## src/hw/sbk_pkg.sv

```systemverilog
package sbk_pkg;

    localparam int unsigned NUM_BANKS = 8;
    localparam int unsigned BANK_W = 3;
    localparam int unsigned ROW_W = 14;
    localparam int unsigned COL_W = 10;
    localparam int unsigned CA_W = 10;
    localparam int unsigned DQ_W = 16;
    localparam int unsigned PIPE_DEPTH = 16;

    // Mode register addresses
    localparam logic [7:0] MA_BURST_CFG = 8'h01;
    localparam logic [7:0] MA_LATENCY = 8'h02;
    localparam logic [7:0] MA_BANK_MASK = 8'h10;
    localparam logic [7:0] MA_SEG_MASK = 8'h11;
    localparam logic [7:0] MA_PATTERN_A = 8'h20;
    localparam logic [7:0] MA_PATTERN_B = 8'h28;
    localparam logic [7:0] MA_SOFT_RESET = 8'h3F;

    // Reset values and minimum read latency
    localparam logic [7:0] BANK_MASK_RST = 8'h00;
    localparam logic [7:0] SEG_MASK_RST = 8'h00;
    localparam logic [2:0] BL_CODE_RST = 3'h2;
    localparam logic [3:0] RL_RST = 4'h3;
    localparam logic [3:0] RL_MIN = 4'h1;

    // Burst length codes and beat counts
    localparam logic [2:0] BL_CODE_4 = 3'h2;
    localparam logic [2:0] BL_CODE_8 = 3'h3;
    localparam logic [2:0] BL_CODE_16 = 3'h4;
    localparam logic [4:0] BEATS_4 = 5'h04;
    localparam logic [4:0] BEATS_8 = 5'h08;
    localparam logic [4:0] BEATS_16 = 5'h10;

    // Field positions on the command/address bus and in the row address
    localparam int unsigned CA_BANK_LSB = 7;
    localparam int unsigned CA_ALL_BANK_BIT = 4;
    localparam int unsigned SEG_ROW_LSB = 11;

    // Row-to-column delay
    localparam int unsigned TCK_NS = 10;
    localparam int unsigned TRCD_NS = 18;
    localparam int unsigned TRCD_CYC = (TRCD_NS + TCK_NS - 1) / TCK_NS;
    localparam logic [1:0] TRCD_LOAD = 2'(TRCD_CYC - 1);

    typedef enum logic [2:0] {
        CMD_NOP = 3'b000,
        CMD_ACT = 3'b001,
        CMD_RD  = 3'b010,
        CMD_WR  = 3'b011,
        CMD_PRE = 3'b100,
        CMD_MRW = 3'b101,
        CMD_MRR = 3'b110
    } sbk_cmd_e;

    typedef enum logic [1:0] {
        XFER_IDLE  = 2'b00,
        XFER_READ  = 2'b01,
        XFER_WRITE = 2'b10,
        XFER_MRR   = 2'b11
    } sbk_xfer_e;

    function automatic sbk_cmd_e sbk_decode(input logic cs_n, input logic cke,
                                            input logic [CA_W-1:0] ca);
        sbk_cmd_e c;
        c = CMD_NOP;
        if (!cs_n && cke) begin
            case (ca[1:0])
                2'b10: c = CMD_ACT;
                2'b01: c = ca[2] ? CMD_RD : CMD_WR;
                2'b11: c = (!ca[2] && ca[3]) ? CMD_PRE : CMD_NOP;
                2'b00: c = ca[2] ? CMD_NOP : (ca[3] ? CMD_MRR : CMD_MRW);
                default: c = CMD_NOP;
            endcase
        end
        return c;
    endfunction

    function automatic logic [4:0] sbk_bl_beats(input logic [2:0] code);
        logic [4:0] b;
        case (code)
            BL_CODE_8: b = BEATS_8;
            BL_CODE_16: b = BEATS_16;
            default: b = BEATS_4;
        endcase
        return b;
    endfunction

    // Sequential column order, wrapping inside the burst-aligned block
    function automatic logic [COL_W-1:0] sbk_burst_col(input logic [COL_W-1:0] base,
                                                       input logic [3:0] beat,
                                                       input logic [4:0] beats);
        logic [COL_W-1:0] m;
        logic [COL_W-1:0] s;
        m = {5'h00, beats - 5'h01};
        s = base + {6'h00, beat};
        return (base & ~m) | (s & m);
    endfunction

endpackage

```

## src/hw/sbk_device_core.sv

```systemverilog
`timescale 1ns/1ps
module sbk_device_core import sbk_pkg::*; #(
    parameter logic [7:0] PATTERN_A = 8'h55, // Arbitrary calibration pattern
    parameter logic [7:0] PATTERN_B = 8'h33 // Arbitrary calibration pattern
) (
    input wire logic core_clk_i, // Core clock
    input wire logic arst_n_i, // Async reset, active low
    input wire logic cke_i, // Clock enable pin
    input wire logic cs_n_i, // Chip select pin, active low
    input wire logic [CA_W-1:0] ca_rise_i, // CA bus, rising-edge half
    input wire logic [CA_W-1:0] ca_fall_i, // CA bus, falling-edge half
    input wire logic [DQ_W-1:0] dq_i, // Data pins, input side
    input wire logic [DQ_W-1:0] arr_rdata_i, // Array read data, same cycle
    output logic [DQ_W-1:0] dq_o, // Data pins, output side
    output logic dq_oe_o, // Data pins drive enable
    output logic dqs_o, // Data strobe
    output logic dqs_oe_o, // Data strobe drive enable
    output logic arr_valid_o, // Array beat access
    output logic arr_write_o, // Array beat is a write
    output logic [BANK_W-1:0] arr_bank_o, // Array bank
    output logic [ROW_W-1:0] arr_row_o, // Array row
    output logic [COL_W-1:0] arr_col_o, // Array column
    output logic [DQ_W-1:0] arr_wdata_o, // Array write data
    output logic [NUM_BANKS-1:0] bank_active_o, // Bank open flags
    output logic [7:0] bank_refresh_mask_o, // Bank refresh mask
    output logic [7:0] segment_refresh_mask_o, // Segment refresh mask
    output logic [NUM_BANKS-1:0] refresh_blocked_o, // Open row of bank is masked
    output logic cmd_error_o // Illegal command seen, pulse
);

    logic cke_s1_q, cke_s2_q, cs_n_s1_q, cs_n_s2_q;
    logic [CA_W-1:0] car_s1_q, car_s2_q, caf_s1_q, caf_s2_q;
    logic [DQ_W-1:0] dq_s1_q, dq_s2_q;

    // Pin synchronisers
    always_ff @(posedge core_clk_i or negedge arst_n_i) begin
        if (!arst_n_i) begin
            cke_s1_q <= 1'b0;
            cke_s2_q <= 1'b0;
            cs_n_s1_q <= 1'b1;
            cs_n_s2_q <= 1'b1;
            car_s1_q <= '0;
            car_s2_q <= '0;
            caf_s1_q <= '0;
            caf_s2_q <= '0;
            dq_s1_q <= '0;
            dq_s2_q <= '0;
        end else begin
            cke_s1_q <= cke_i;
            cke_s2_q <= cke_s1_q;
            cs_n_s1_q <= cs_n_i;
            cs_n_s2_q <= cs_n_s1_q;
            car_s1_q <= ca_rise_i;
            car_s2_q <= car_s1_q;
            caf_s1_q <= ca_fall_i;
            caf_s2_q <= caf_s1_q;
            dq_s1_q <= dq_i;
            dq_s2_q <= dq_s1_q;
        end
    end

    logic [NUM_BANKS-1:0] active_q, active_d;
    logic [ROW_W-1:0] open_row_q [NUM_BANKS];
    logic [ROW_W-1:0] open_row_d [NUM_BANKS];
    logic [1:0] rcd_q [NUM_BANKS];
    logic [1:0] rcd_d [NUM_BANKS];
    logic [7:0] bank_mask_q, bank_mask_d, seg_mask_q, seg_mask_d;
    logic [2:0] bl_code_q, bl_code_d;
    logic [3:0] rl_q, rl_d;
    sbk_xfer_e pipe_kind_q [PIPE_DEPTH];
    sbk_xfer_e pipe_kind_d [PIPE_DEPTH];
    logic [BANK_W-1:0] pipe_bank_q [PIPE_DEPTH];
    logic [BANK_W-1:0] pipe_bank_d [PIPE_DEPTH];
    logic [COL_W-1:0] pipe_col_q [PIPE_DEPTH];
    logic [COL_W-1:0] pipe_col_d [PIPE_DEPTH];
    sbk_xfer_e xfer_q, xfer_d;
    logic [3:0] beat_q, beat_d;
    logic [4:0] beats_q, beats_d;
    logic [BANK_W-1:0] eng_bank_q, eng_bank_d;
    logic [COL_W-1:0] base_q, base_d;
    logic [DQ_W-1:0] dq_q, dq_d, wdata_q, wdata_d;
    logic dq_oe_q, dq_oe_d, dqs_q, dqs_d, dqs_oe_q, dqs_oe_d;
    logic arr_valid_q, arr_valid_d, arr_write_q, arr_write_d, err_q, err_d;
    logic [BANK_W-1:0] arr_bank_q, arr_bank_d;
    logic [ROW_W-1:0] arr_row_q, arr_row_d;
    logic [COL_W-1:0] arr_col_q, arr_col_d;
    logic [NUM_BANKS-1:0] blk_q, blk_d;

    sbk_cmd_e cmd;
    logic [BANK_W-1:0] cbank;
    logic [7:0] ma, op;
    sbk_xfer_e launch;
    logic [3:0] li;
    logic rdbeat;

    always_comb begin
        cmd = sbk_decode(cs_n_s2_q, cke_s2_q, car_s2_q);
        cbank = car_s2_q[CA_BANK_LSB +: BANK_W];
        ma = {caf_s2_q[1:0], car_s2_q[9:4]};
        op = caf_s2_q[9:2];
        active_d = active_q;
        open_row_d = open_row_q;
        bank_mask_d = bank_mask_q;
        seg_mask_d = seg_mask_q;
        bl_code_d = bl_code_q;
        rl_d = rl_q;
        err_d = 1'b0;
        for (int b = 0; b < NUM_BANKS; b++) begin
            rcd_d[b] = (rcd_q[b] != 2'h0) ? rcd_q[b] - 2'h1 : 2'h0;
        end
        for (int i = PIPE_DEPTH - 1; i > 0; i--) begin
            pipe_kind_d[i] = pipe_kind_q[i-1];
            pipe_bank_d[i] = pipe_bank_q[i-1];
            pipe_col_d[i] = pipe_col_q[i-1];
        end
        pipe_kind_d[0] = XFER_IDLE;
        pipe_bank_d[0] = cbank;
        pipe_col_d[0] = '0;
        case (cmd)
            CMD_ACT: begin
                if (active_q[cbank]) begin
                    err_d = 1'b1;
                end else begin
                    active_d[cbank] = 1'b1;
                    open_row_d[cbank] = {car_s2_q[6:3], caf_s2_q};
                    rcd_d[cbank] = TRCD_LOAD;
                end
            end
            CMD_RD, CMD_WR: begin
                if (!active_q[cbank] || rcd_q[cbank] != 2'h0) begin
                    err_d = 1'b1;
                end else begin
                    pipe_kind_d[0] = (cmd == CMD_RD) ? XFER_READ : XFER_WRITE;
                    pipe_col_d[0] = {caf_s2_q[7:1], car_s2_q[6:5], 1'b0};
                end
            end
            CMD_PRE: begin
                if (car_s2_q[CA_ALL_BANK_BIT]) begin
                    active_d = '0;
                end else begin
                    active_d[cbank] = 1'b0;
                end
            end
            CMD_MRW: begin
                case (ma)
                    MA_BANK_MASK: bank_mask_d = op;
                    MA_SEG_MASK: seg_mask_d = op;
                    MA_BURST_CFG: bl_code_d = op[2:0];
                    MA_LATENCY: rl_d = (op[3:0] == 4'h0) ? RL_MIN : op[3:0];
                    default: ; // Reserved and read-only addresses are ignored
                endcase
            end
            CMD_MRR: begin
                pipe_kind_d[0] = XFER_MRR;
                case (ma)
                    MA_PATTERN_A: pipe_col_d[0] = {2'h0, PATTERN_A};
                    MA_PATTERN_B: pipe_col_d[0] = {2'h0, PATTERN_B};
                    default: pipe_col_d[0] = '0;
                endcase
            end
            default: ;
        endcase

        // Burst engine: a newly due command replaces any running burst
        li = rl_q - 4'h1;
        launch = pipe_kind_q[li];
        xfer_d = xfer_q;
        beat_d = beat_q;
        beats_d = beats_q;
        eng_bank_d = eng_bank_q;
        base_d = base_q;
        if (launch != XFER_IDLE) begin
            xfer_d = launch;
            beat_d = 4'h0;
            beats_d = (launch == XFER_MRR) ? BEATS_4 : sbk_bl_beats(bl_code_q);
            eng_bank_d = pipe_bank_q[li];
            base_d = pipe_col_q[li];
        end else if (xfer_q != XFER_IDLE) begin
            if ({1'b0, beat_q} == beats_q - 5'h01) begin
                xfer_d = XFER_IDLE;
            end else begin
                beat_d = beat_q + 4'h1;
            end
        end

        // Soft reset write; operand bits are not looked at
        if (cmd == CMD_MRW && ma == MA_SOFT_RESET) begin
            active_d = '0;
            bank_mask_d = BANK_MASK_RST;
            seg_mask_d = SEG_MASK_RST;
            bl_code_d = BL_CODE_RST;
            rl_d = RL_RST;
            xfer_d = XFER_IDLE;
            for (int i = 0; i < PIPE_DEPTH; i++) begin
                pipe_kind_d[i] = XFER_IDLE;
            end
        end

        arr_valid_d = (xfer_d == XFER_READ) || (xfer_d == XFER_WRITE);
        arr_write_d = (xfer_d == XFER_WRITE);
        arr_bank_d = eng_bank_d;
        arr_row_d = open_row_q[eng_bank_d];
        arr_col_d = sbk_burst_col(base_d, beat_d, beats_d);
        wdata_d = dq_s2_q;

        rdbeat = (xfer_q == XFER_READ) || (xfer_q == XFER_MRR);
        dq_oe_d = rdbeat;
        if (xfer_q == XFER_MRR) begin
            dq_d = (beat_q == 4'h0) ? {8'h00, base_q[7:0]} : '0;
        end else begin
            dq_d = rdbeat ? arr_rdata_i : '0;
        end
        dqs_oe_d = rdbeat || (launch == XFER_READ) || (launch == XFER_MRR);
        dqs_d = rdbeat && !beat_q[0];

        for (int b = 0; b < NUM_BANKS; b++) begin
            blk_d[b] = active_q[b] && (bank_mask_q[b] ||
                       seg_mask_q[open_row_q[b][SEG_ROW_LSB +: 3]]);
        end
    end

    always_ff @(posedge core_clk_i or negedge arst_n_i) begin
        if (!arst_n_i) begin
            active_q <= '0;
            bank_mask_q <= BANK_MASK_RST;
            seg_mask_q <= SEG_MASK_RST;
            bl_code_q <= BL_CODE_RST;
            rl_q <= RL_RST;
            for (int b = 0; b < NUM_BANKS; b++) begin
                open_row_q[b] <= '0;
                rcd_q[b] <= 2'h0;
            end
            for (int i = 0; i < PIPE_DEPTH; i++) begin
                pipe_kind_q[i] <= XFER_IDLE;
                pipe_bank_q[i] <= '0;
                pipe_col_q[i] <= '0;
            end
            xfer_q <= XFER_IDLE;
            beat_q <= 4'h0;
            beats_q <= BEATS_4;
            eng_bank_q <= '0;
            base_q <= '0;
            dq_q <= '0;
            dq_oe_q <= 1'b0;
            dqs_q <= 1'b0;
            dqs_oe_q <= 1'b0;
            arr_valid_q <= 1'b0;
            arr_write_q <= 1'b0;
            arr_bank_q <= '0;
            arr_row_q <= '0;
            arr_col_q <= '0;
            wdata_q <= '0;
            blk_q <= '0;
            err_q <= 1'b0;
        end else begin
            active_q <= active_d;
            bank_mask_q <= bank_mask_d;
            seg_mask_q <= seg_mask_d;
            bl_code_q <= bl_code_d;
            rl_q <= rl_d;
            open_row_q <= open_row_d;
            rcd_q <= rcd_d;
            pipe_kind_q <= pipe_kind_d;
            pipe_bank_q <= pipe_bank_d;
            pipe_col_q <= pipe_col_d;
            xfer_q <= xfer_d;
            beat_q <= beat_d;
            beats_q <= beats_d;
            eng_bank_q <= eng_bank_d;
            base_q <= base_d;
            dq_q <= dq_d;
            dq_oe_q <= dq_oe_d;
            dqs_q <= dqs_d;
            dqs_oe_q <= dqs_oe_d;
            arr_valid_q <= arr_valid_d;
            arr_write_q <= arr_write_d;
            arr_bank_q <= arr_bank_d;
            arr_row_q <= arr_row_d;
            arr_col_q <= arr_col_d;
            wdata_q <= wdata_d;
            blk_q <= blk_d;
            err_q <= err_d;
        end
    end

    assign dq_o = dq_q;
    assign dq_oe_o = dq_oe_q;
    assign dqs_o = dqs_q;
    assign dqs_oe_o = dqs_oe_q;
    assign arr_valid_o = arr_valid_q;
    assign arr_write_o = arr_write_q;
    assign arr_bank_o = arr_bank_q;
    assign arr_row_o = arr_row_q;
    assign arr_col_o = arr_col_q;
    assign arr_wdata_o = wdata_q;
    assign bank_active_o = active_q;
    assign bank_refresh_mask_o = bank_mask_q;
    assign segment_refresh_mask_o = seg_mask_q;
    assign refresh_blocked_o = blk_q;
    assign cmd_error_o = err_q;

endmodule // sbk_device_core

```

## config.mk

```make
export PLATFORM = sky130hd
export DESIGN_NAME = sbk_device_core
export DESIGN_NICKNAME = d
export VERILOG_FILES = /design/src/hw/sbk_pkg.sv /design/src/hw/sbk_device_core.sv
export SDC_FILE = /design/constraint.sdc
export NUM_CORES = 1
export LEC_CHECK = 0
export ABC_AREA = 1
export ABC_CLOCK_PERIOD_IN_PS = 13100
export BUFFER_PORTS_ARGS = -buffer_cell sky130_fd_sc_hd__buf_2
export CAP_MARGIN = 20
export CELL_PAD_IN_SITES_DETAIL_PLACEMENT = 0
export CELL_PAD_IN_SITES_GLOBAL_PLACEMENT = 2
export CORE_ASPECT_RATIO = 0.5
export CORE_UTILIZATION = 42
export CTS_CLUSTER_SIZE = 12
export DETAILED_ROUTE_END_ITERATION = 8
export PLACE_DENSITY_LB_ADDON = 0.1
export SLEW_MARGIN = 30
export SYNTH_ARGS = -nofsm -noshare
export SYNTH_HDL_FRONTEND = slang
export SYNTH_SLANG_ARGS = --single-unit
export TNS_END_PERCENT = 1
```

## constraint.sdc

```tcl
create_clock -name core_clk_i -period 13.1 [get_ports core_clk_i]
set_clock_uncertainty 0.15 [all_clocks]
set_input_delay 3.275 -clock core_clk_i [delete_from_list [all_inputs] [get_ports core_clk_i]]
set_output_delay 3.275 -clock core_clk_i [all_outputs]
set_load 0.1 [all_outputs]
```

Yosys cells after proc, flatten, opt, wreduce, memory -nomap -nowiden
Index checks and enable logic that the tools add are counted.
Widths: inputs -> output; s select.
{"block": "classes", "n_addsub": 13, "magnitude_cmp": 14, "eq_ne": 26, "muxes": 98, "bitwise": 14, "n_reduce_logical": 58}
{"cell": "$bwmux 112", "n": 1}
{"cell": "$mux 8", "n": 10}
{"cell": "$mux 16", "n": 4}
{"cell": "$bmux 14 s3", "n": 1}
{"cell": "$demux 14 s3", "n": 1}
{"cell": "$mux 14", "n": 3}
{"cell": "$bmux 10 s4", "n": 1}
{"cell": "$mux 10", "n": 4}
{"cell": "$mux 2", "n": 20}
{"cell": "$lt 3x4->1 const B", "n": 9}
{"cell": "$mux 32", "n": 1}
{"cell": "$reduce_bool 2->1", "n": 16}
{"cell": "$mux 4", "n": 7}
{"cell": "$bmux 1 s3", "n": 9}
{"cell": "$mux 3", "n": 9}
{"cell": "$eq 8x6->1 const B", "n": 3}
{"cell": "$pmux 10 s2", "n": 1}
{"cell": "$and 8x8->8", "n": 2}
{"cell": "$eq 8x5->1 const B", "n": 2}
{"cell": "$not 8->8", "n": 2}
{"cell": "$or 8x8->8", "n": 2}
{"cell": "$pmux 8 s2", "n": 1}
{"cell": "$sub 2x1->2 const B", "n": 8}
{"cell": "$logic_and 1x1->1", "n": 14}
{"cell": "other kinds (43)", "n": 92}
{"block": "word_totals", "ff_bits": 569, "output_inout_bits": 97, "elab_cells": 318}

Logic depth before layout (Yosys ltp)
{"block": "logic_depth", "ltp_word": 12, "mapped_depth": 30, "ltp_nobuf": 22}

Worst setup path after synthesis
OpenSTA, ideal clock, no wires.
{"block": "synth_path", "kind": "reg-to-reg", "start": "register rl_q[0]", "end": "register arr_col_q[4], in the netlist arr_col_o[4]", "setup_time_ps": 116, "arrival_time_ps": 4378, "t_required_ps": 12834, "path_slack_ps": 8456, "path_stages_with_launch": 30, "path_buffers": 10, "period_less_slack_ps": 4644, "path_cell_list": "dfstp_2 > inv_2 > buf_4 > buf_2 > buf_4 > buf_4 > buf_2 > buf_2 > ha_1 > buf_2 > inv_1 > buf_2 > nand3_1 > nand3_1 > nand3_1 > nand2_2 > nand3_4 > buf_2 > buf_2 > o21ai_0 > inv_1 > ha_1 > fa_1 > nand2_1 > nand2_1 > a21oi_1 > nand3b_1 > nand2_1 > nand3_1 > nand2_1"}
{"block": "synth_between", "word_cells_on_any_way": 20, "cone_classes": "3 x add/sub; 1 x eq/ne; 10 x mux; 5 x bitwise; 1 x reduce/logical"}
{"item": "from (decl)", "line_no": "sbk_device_core.sv:69", "text": "logic [3:0] rl_q, rl_d;"}
{"item": "from (signal assigned)", "line_no": "sbk_device_core.sv:260", "text": "rl_q <= rl_d;"}
{"item": "$sub 4x1->4 (*)", "line_no": "sbk_device_core.sv:165", "text": "li = rl_q - 4'h1;"}
{"item": "$not 4->5 (not written as such) (*)", "line_no": "sbk_device_core.sv:166, sbk_device_core.sv:177"}
{"item": "$bmux 2 s4", "line_no": "sbk_device_core.sv:166", "text": "launch = pipe_kind_q[li];"}
{"item": "$mux 2 (not written as such) (2 in a row)", "line_no": "sbk_device_core.sv:166"}
{"item": "$reduce_bool 2->1", "line_no": "sbk_device_core.sv:172", "text": "if (launch != XFER_IDLE) begin"}
{"item": "$mux 10 (*)", "line_no": "sbk_device_core.sv:172"}
{"item": "net base_d[0]", "line_no": "sbk_device_core.sv:80", "text": "logic [COL_W-1:0] base_q, base_d;"}
{"item": "$add 10x4->10 (*)", "line_no": "sbk_pkg.sv:96", "text": "s = base + {6'h00, beat};"}
{"item": "$and 10x5->10 (*)", "line_no": "sbk_pkg.sv:97", "text": "return (base & ~m) | (s & m);"}
{"item": "$or 10x10->10 (*)", "line_no": "sbk_pkg.sv:97"}
{"item": "net arr_col_d[4]", "line_no": "sbk_device_core.sv:86", "text": "logic [COL_W-1:0] arr_col_q, arr_col_d;"}
{"item": "to (signal assigned)", "line_no": "sbk_device_core.sv:279", "text": "arr_col_q <= arr_col_d;"}
{"item": "to (decl)", "line_no": "sbk_device_core.sv:86"}
Mark *: on every way through the listed nets, which the timed path passes. The rest lies on a longest branch. The select of a mux whose other input is x is not followed.
A chain may end at the register's enable or synchronous reset.

Worst setup path after layout
{"block": "layout_path", "start": "register rl_q[0]", "end": "register arr_row_q[10], in the netlist arr_row_o[10]"}
{"block": "layout_between", "elab_chain_len": 11, "word_cells_on_any_way": 14, "cone_classes": "1 x add/sub; 10 x mux; 2 x bitwise; 1 x reduce/logical"}
{"item": "$sub 4x1->4 (*)", "line_no": "sbk_device_core.sv:165"}
{"item": "$not 4->5 (not written as such) (*)", "line_no": "sbk_device_core.sv:166, sbk_device_core.sv:176"}
{"item": "$bmux 2 s4", "line_no": "sbk_device_core.sv:166"}
{"item": "$mux 2 (not written as such) (2 in a row)", "line_no": "sbk_device_core.sv:166"}
{"item": "$reduce_bool 2->1", "line_no": "sbk_device_core.sv:172"}
{"item": "$mux 3 (*)", "line_no": "sbk_device_core.sv:172"}
{"item": "$not 3->4 (not written as such) (*)", "line_no": "sbk_device_core.sv:202", "text": "arr_row_d = open_row_q[eng_bank_d];"}
{"item": "$bmux 14 s3 (*)", "line_no": "sbk_device_core.sv:202"}
{"item": "$mux 14 (not written as such) (*) (2 in a row)", "line_no": "sbk_device_core.sv:202"}
{"item": "net arr_row_d[10]", "line_no": "sbk_device_core.sv:85", "text": "logic [ROW_W-1:0] arr_row_q, arr_row_d;"}
{"item": "to (signal assigned)", "line_no": "sbk_device_core.sv:278", "text": "arr_row_q <= arr_row_d;"}
{"item": "to (decl)", "line_no": "sbk_device_core.sv:85"}
Marked as above.

==> results.yml <==
status:
  status: "completed"
critical_path:
  worst_setup_path_start_kind: "flop"
  worst-setup-path-type: "reg -> reg"
  cp.buffers_inverters: 3
  timing.critical_path.arrival_ns: 5.68
  worst_path_max_delay_cell: "dfstp_4"
  critical_path.max_fanout: 70
  crit_chain: "clkinv_2 -> buf_4 -> nand3_1 -> nand2_1 -> nand2_1 -> nand3_1 -> nand2_2 -> nand3_4 -> nand2_2 -> buf_4 -> nand2_4 -> nand2_1 -> nand3_1 -> nand2_1 -> nand2_1 -> nand2_1"
  cp-end-kind: "flop"
  crit_required_ns: 13.48
  critPathMostFrequentCell: "nand2_1"
  cpLargestDelayFamily: "simple AND/OR/NAND/NOR gates"
  max_stage_delay_ns: 1.01
clock_network:
  post-cts-setup-buffers: 0
  tritoncts: "yes"
  number_of_clock_sinks_seen_by_cts: 564
  root_buffer: "clkbuf_16"
  cts_hold_repair.buffers: 0
  clk_pin_slew_ns: 0.06
  tritoncts.num_buffers: 54
  clk_path_buf_depth: 3
  post_cts_resized: 0
  htree_num_levels: 2
  insertion_delay_ns: 0.59
timing:
  finish_stage_setup_viols: 0
  setup_repair_after_global_routing_missed_its_margin: "false"
  achievable-frequency_mhz: 189
  slew_headroom_pct: 43.0
  share_of_the_clock_period_used_by_the_worst_path_pct: 40.5
  sum_of_negative_setup_slack_ns: 0
  timing_max_transition_violations_final: 0
  min_period_ns: 5.30
  final-hold-violation-count: 0
  tightestPinTransition_ns: 0.853
die:
  starting_density_pct: 43.2
  die_area_um2: 53600
  die_y_um: 164
  floorplan.rows: 58
  die_span_in_x_um: 326
  pin_count: 153
  core_um2: 51100
synth:
  post_synth.cell_area_avg_um2: 9.76
  post_synth_inst_count: 2264
  mappedNetlistNets: 2331
  ys.warnings.count: 0
  synth_sequential_area_ratio_pct: 63.9
  synth.distinct_cells: 41
  count_of_state_elements_after_synthesis: 564
  netlist_area_um2: 22100
detailed_routing:
  post-route-drc-count: 0
  final_antenna_net_count: 0
  detail_route.wirelength_um: 56200
  firstDrtPassIters: 5
  drtIter0Drc: 1069
  route.detailed.vias_per_inst: 5.07
  route.detailed.wl_per_inst_um: 18.2
  vias: 15600
power:
  power.leakage_nw: 12.5
  powerDensity_nw_per_um2: 191
  vdd.ir_drop.worst_mv: 0.118
hold_path:
  hold_path.class: "reg -> reg"
placement:
  dpl.hpwl_um: 34400
  post_dp_cell_area_um2: 23300
  rd_place_congestion: 0.775
  placement.io_buffers: 152
global_route:
  grt_usage_pct: 21.4
  grt_antenna_before_repair: 2
  grt_first_pass_wirelength_um: 89600
  number_of_global_route_vias_before_repair: 15300
  globalRoute.totalOverflow: 0
  maximum_number_of_pins_on_one_net_before_global_route_repair: 160
cells_and_area:
  stdcell_area_um2: 25000
  fillers: 4925
  nNetsFinal: 2440
  finalCoreUtilization_pct: 48.8
  synth_to_layout_area_growth_pct: 13.0
  drive_gt1_share_pct: 11.3
run:
  max_cap_violations: 0
[worst register-to-register path, stage by stage (launching register included)]
cell and delay, ns:
dfstp_4 1.01, clkinv_2 0.13, buf_4 0.38, nand3_1 0.19
nand2_1 0.06, nand2_1 0.63, nand3_1 0.19, nand2_2 0.19
nand3_4 0.43, nand2_2 0.22, buf_4 0.55, nand2_4 0.58
nand2_1 0.22, nand3_1 0.09, nand2_1 0.10, nand2_1 0.05
nand2_1 0.09
[metrics by stage]
step / hold WS [ns] / worst slack (ns) / std cells / total power [mW]
global placement: 0.181 / 7.02 / 3003 / 3.37
CTS: 0.193 / 7.78 / 3080 / 4.80
finish: 0.190 / 7.80 / 3085 / 4.76
detailed placement: 0.185 / 7.27 / 3003 / 3.38
global route: 0.192 / 7.34 / 3085 / 5.02
floorplan: 0.181 / 8.46 / 2264 / 3.09
[power breakdown]
group	switching (mW)	leakage [nW]	internal (mW)
clock network	0.649	0.731	0.763
registers	0.126	7.39	1.92
logic	1.00	4.40	0.305
total	1.78	12.5	2.99
[routing by layer]
layer	track usage, %	up-vias	part of all wire (%)
met5	0	-	0
met4	4.52	0	1.5
met3	3.42	72	4.4
met2	32.7	246	45
met1	32.2	7703	49
li1	-	7610	-
[cells by family (layout without fill, tap and decap cells)]
| family | Yosys count | in the layout | share of synthesized area, % |
|---|---|---|---|
| AOI/OAI and AO/OA | 465 | 465 | 12.0 |
| xor gates and xnor gates | 10 | 10 | 0.396 |
| adders and majority gates | 11 | 11 | 0.657 |
| buffers and inverters | 347 | 477 | 6.54 |
| DFF | 564 | 564 | 63.9 |
| muxes | 1 | 1 | 0.0510 |
| other | 0 | 1 | 0 |
| and+or+nand+nor | 866 | 866 | 16.5 |
[registers in the layout (all words and copies together), names as in the netlist, 8 cells and up]
register	count
caf_s2_q	10
segment_refresh_mask_o	8
arr_col_o	10
bank_active_o	8
caf_s1_q	10
dq_o	16
dq_s2_q	16
pipe_col_d	150
open_row_q	112
car_s1_q	10
pipe_kind_q	32
refresh_blocked_o	8
dq_s1_q	16
pipe_bank_d	45
car_s2_q	10
rcd_q	16
pipe_col_q	10
bank_refresh_mask_o	8
arr_row_o	14
arr_wdata_o	16
[final cells by class]
type	instances	area (µm²)	share of cell area, %
flip-flops and latches	564	14100	56.6
multi-input cells	1353	6560	26.3
clock buffers	71	1450	5.79
repair buffers	178	1070	4.29
well taps	690	863	3.46
inverters	222	837	3.35
clock inverters	6	52.6	0.211
diodes	1	2.50	0.0100
[Yosys cell counts]
| cell | number | share of area, % |
|---|---|---|
| fa_1 | 1 | 0.091 |
| o311ai_0 | 1 | 0.040 |
| dfrtp_1 | 558 | 63 |
| inv_2 | 4 | 0.068 |
| a31oi_1 | 9 | 0.25 |
| xor2_1 | 4 | 0.16 |
| o21bai_1 | 1 | 0.034 |
| or2_2 | 2 | 0.057 |
| nand3b_1 | 37 | 1.3 |
| o31ai_1 | 8 | 0.27 |
| a221oi_1 | 1 | 0.040 |
| buf_4 | 19 | 0.65 |
| o22ai_1 | 25 | 0.71 |
| nand4_1 | 2 | 0.057 |
| xnor2_1 | 6 | 0.24 |
| clkbuf_1 | 67 | 1.1 |
| o211ai_1 | 41 | 1.4 |
| o221ai_1 | 22 | 0.87 |
| buf_6 | 3 | 0.15 |
| nor3_1 | 18 | 0.41 |
| o21ai_1 | 13 | 0.29 |
| mux2_2 | 1 | 0.051 |
| or2_1 | 1 | 0.028 |
| nand2_2 | 3 | 0.085 |
| nor4_1 | 3 | 0.085 |
| a21boi_1 | 1 | 0.034 |
| dfstp_2 | 6 | 0.71 |
| a21oi_1 | 12 | 0.27 |
| nand2_1 | 468 | 8.0 |
| a211oi_1 | 12 | 0.41 |
| clkinv_1 | 2 | 0.034 |
| inv_1 | 215 | 3.7 |
| o21ai_0 | 317 | 7.2 |
| nand3_4 | 1 | 0.079 |
| nand3_1 | 145 | 3.3 |
| ha_1 | 10 | 0.57 |
| nor2_2 | 2 | 0.057 |
| nor2_1 | 184 | 3.1 |
| o21ai_4 | 2 | 0.15 |
| inv_4 | 1 | 0.028 |
| buf_2 | 36 | 0.82 |
[final timing paths]
path	startpoint	to	slack [ns]	depth (start not counted)
max	rl_q[0]$_DFFE_PN1P_	arr_row_o[10]$_DFF_PN0_	7.80	16
min	dq_s1_q[14]$_DFF_PN0_	dq_s2_q[14]$_DFF_PN0_	0.19	0
max reg2reg	rl_q[0]$_DFFE_PN1P_	arr_row_o[10]$_DFF_PN0_	7.80	16
min reg2reg	dq_s1_q[14]$_DFF_PN0_	dq_s2_q[14]$_DFF_PN0_	0.19	0
max in group asynchronous	arst_n_i	pipe_col_d[139]$_DFF_PN0_	8.60	3
min in group asynchronous	arst_n_i	pipe_bank_d[10]$_DFF_PN0_	2.40	1
[cells in the final DEF (no fill, tap or decap), drive strengths merged]
cell type  netlist  final
nand2          471    471
a31oi            9      9
fa               1      1
o22ai           25     25
dfrtp          558    558
o21ai          332    332
a221oi           1      1
xor2             4      4
mux2             1      1
dfstp            6      6
clkbuf          67     71
inv            220    221
nor4             3      3
a21boi           1      1
a21oi           12     12
a211oi          12     12
diode            0      1
xnor2            6      6
nand3b          37     37
o221ai          22     22
nand4            2      2
o211ai          41     41
o21bai           1      1
buf             58    178
clkinv           2      7
o311ai           1      1
or2              3      3
o31ai            8      8
nand3          146    146
nor3            18     18
nor2           186    186
ha              10     10
Power figures use the tool's default switching activity.
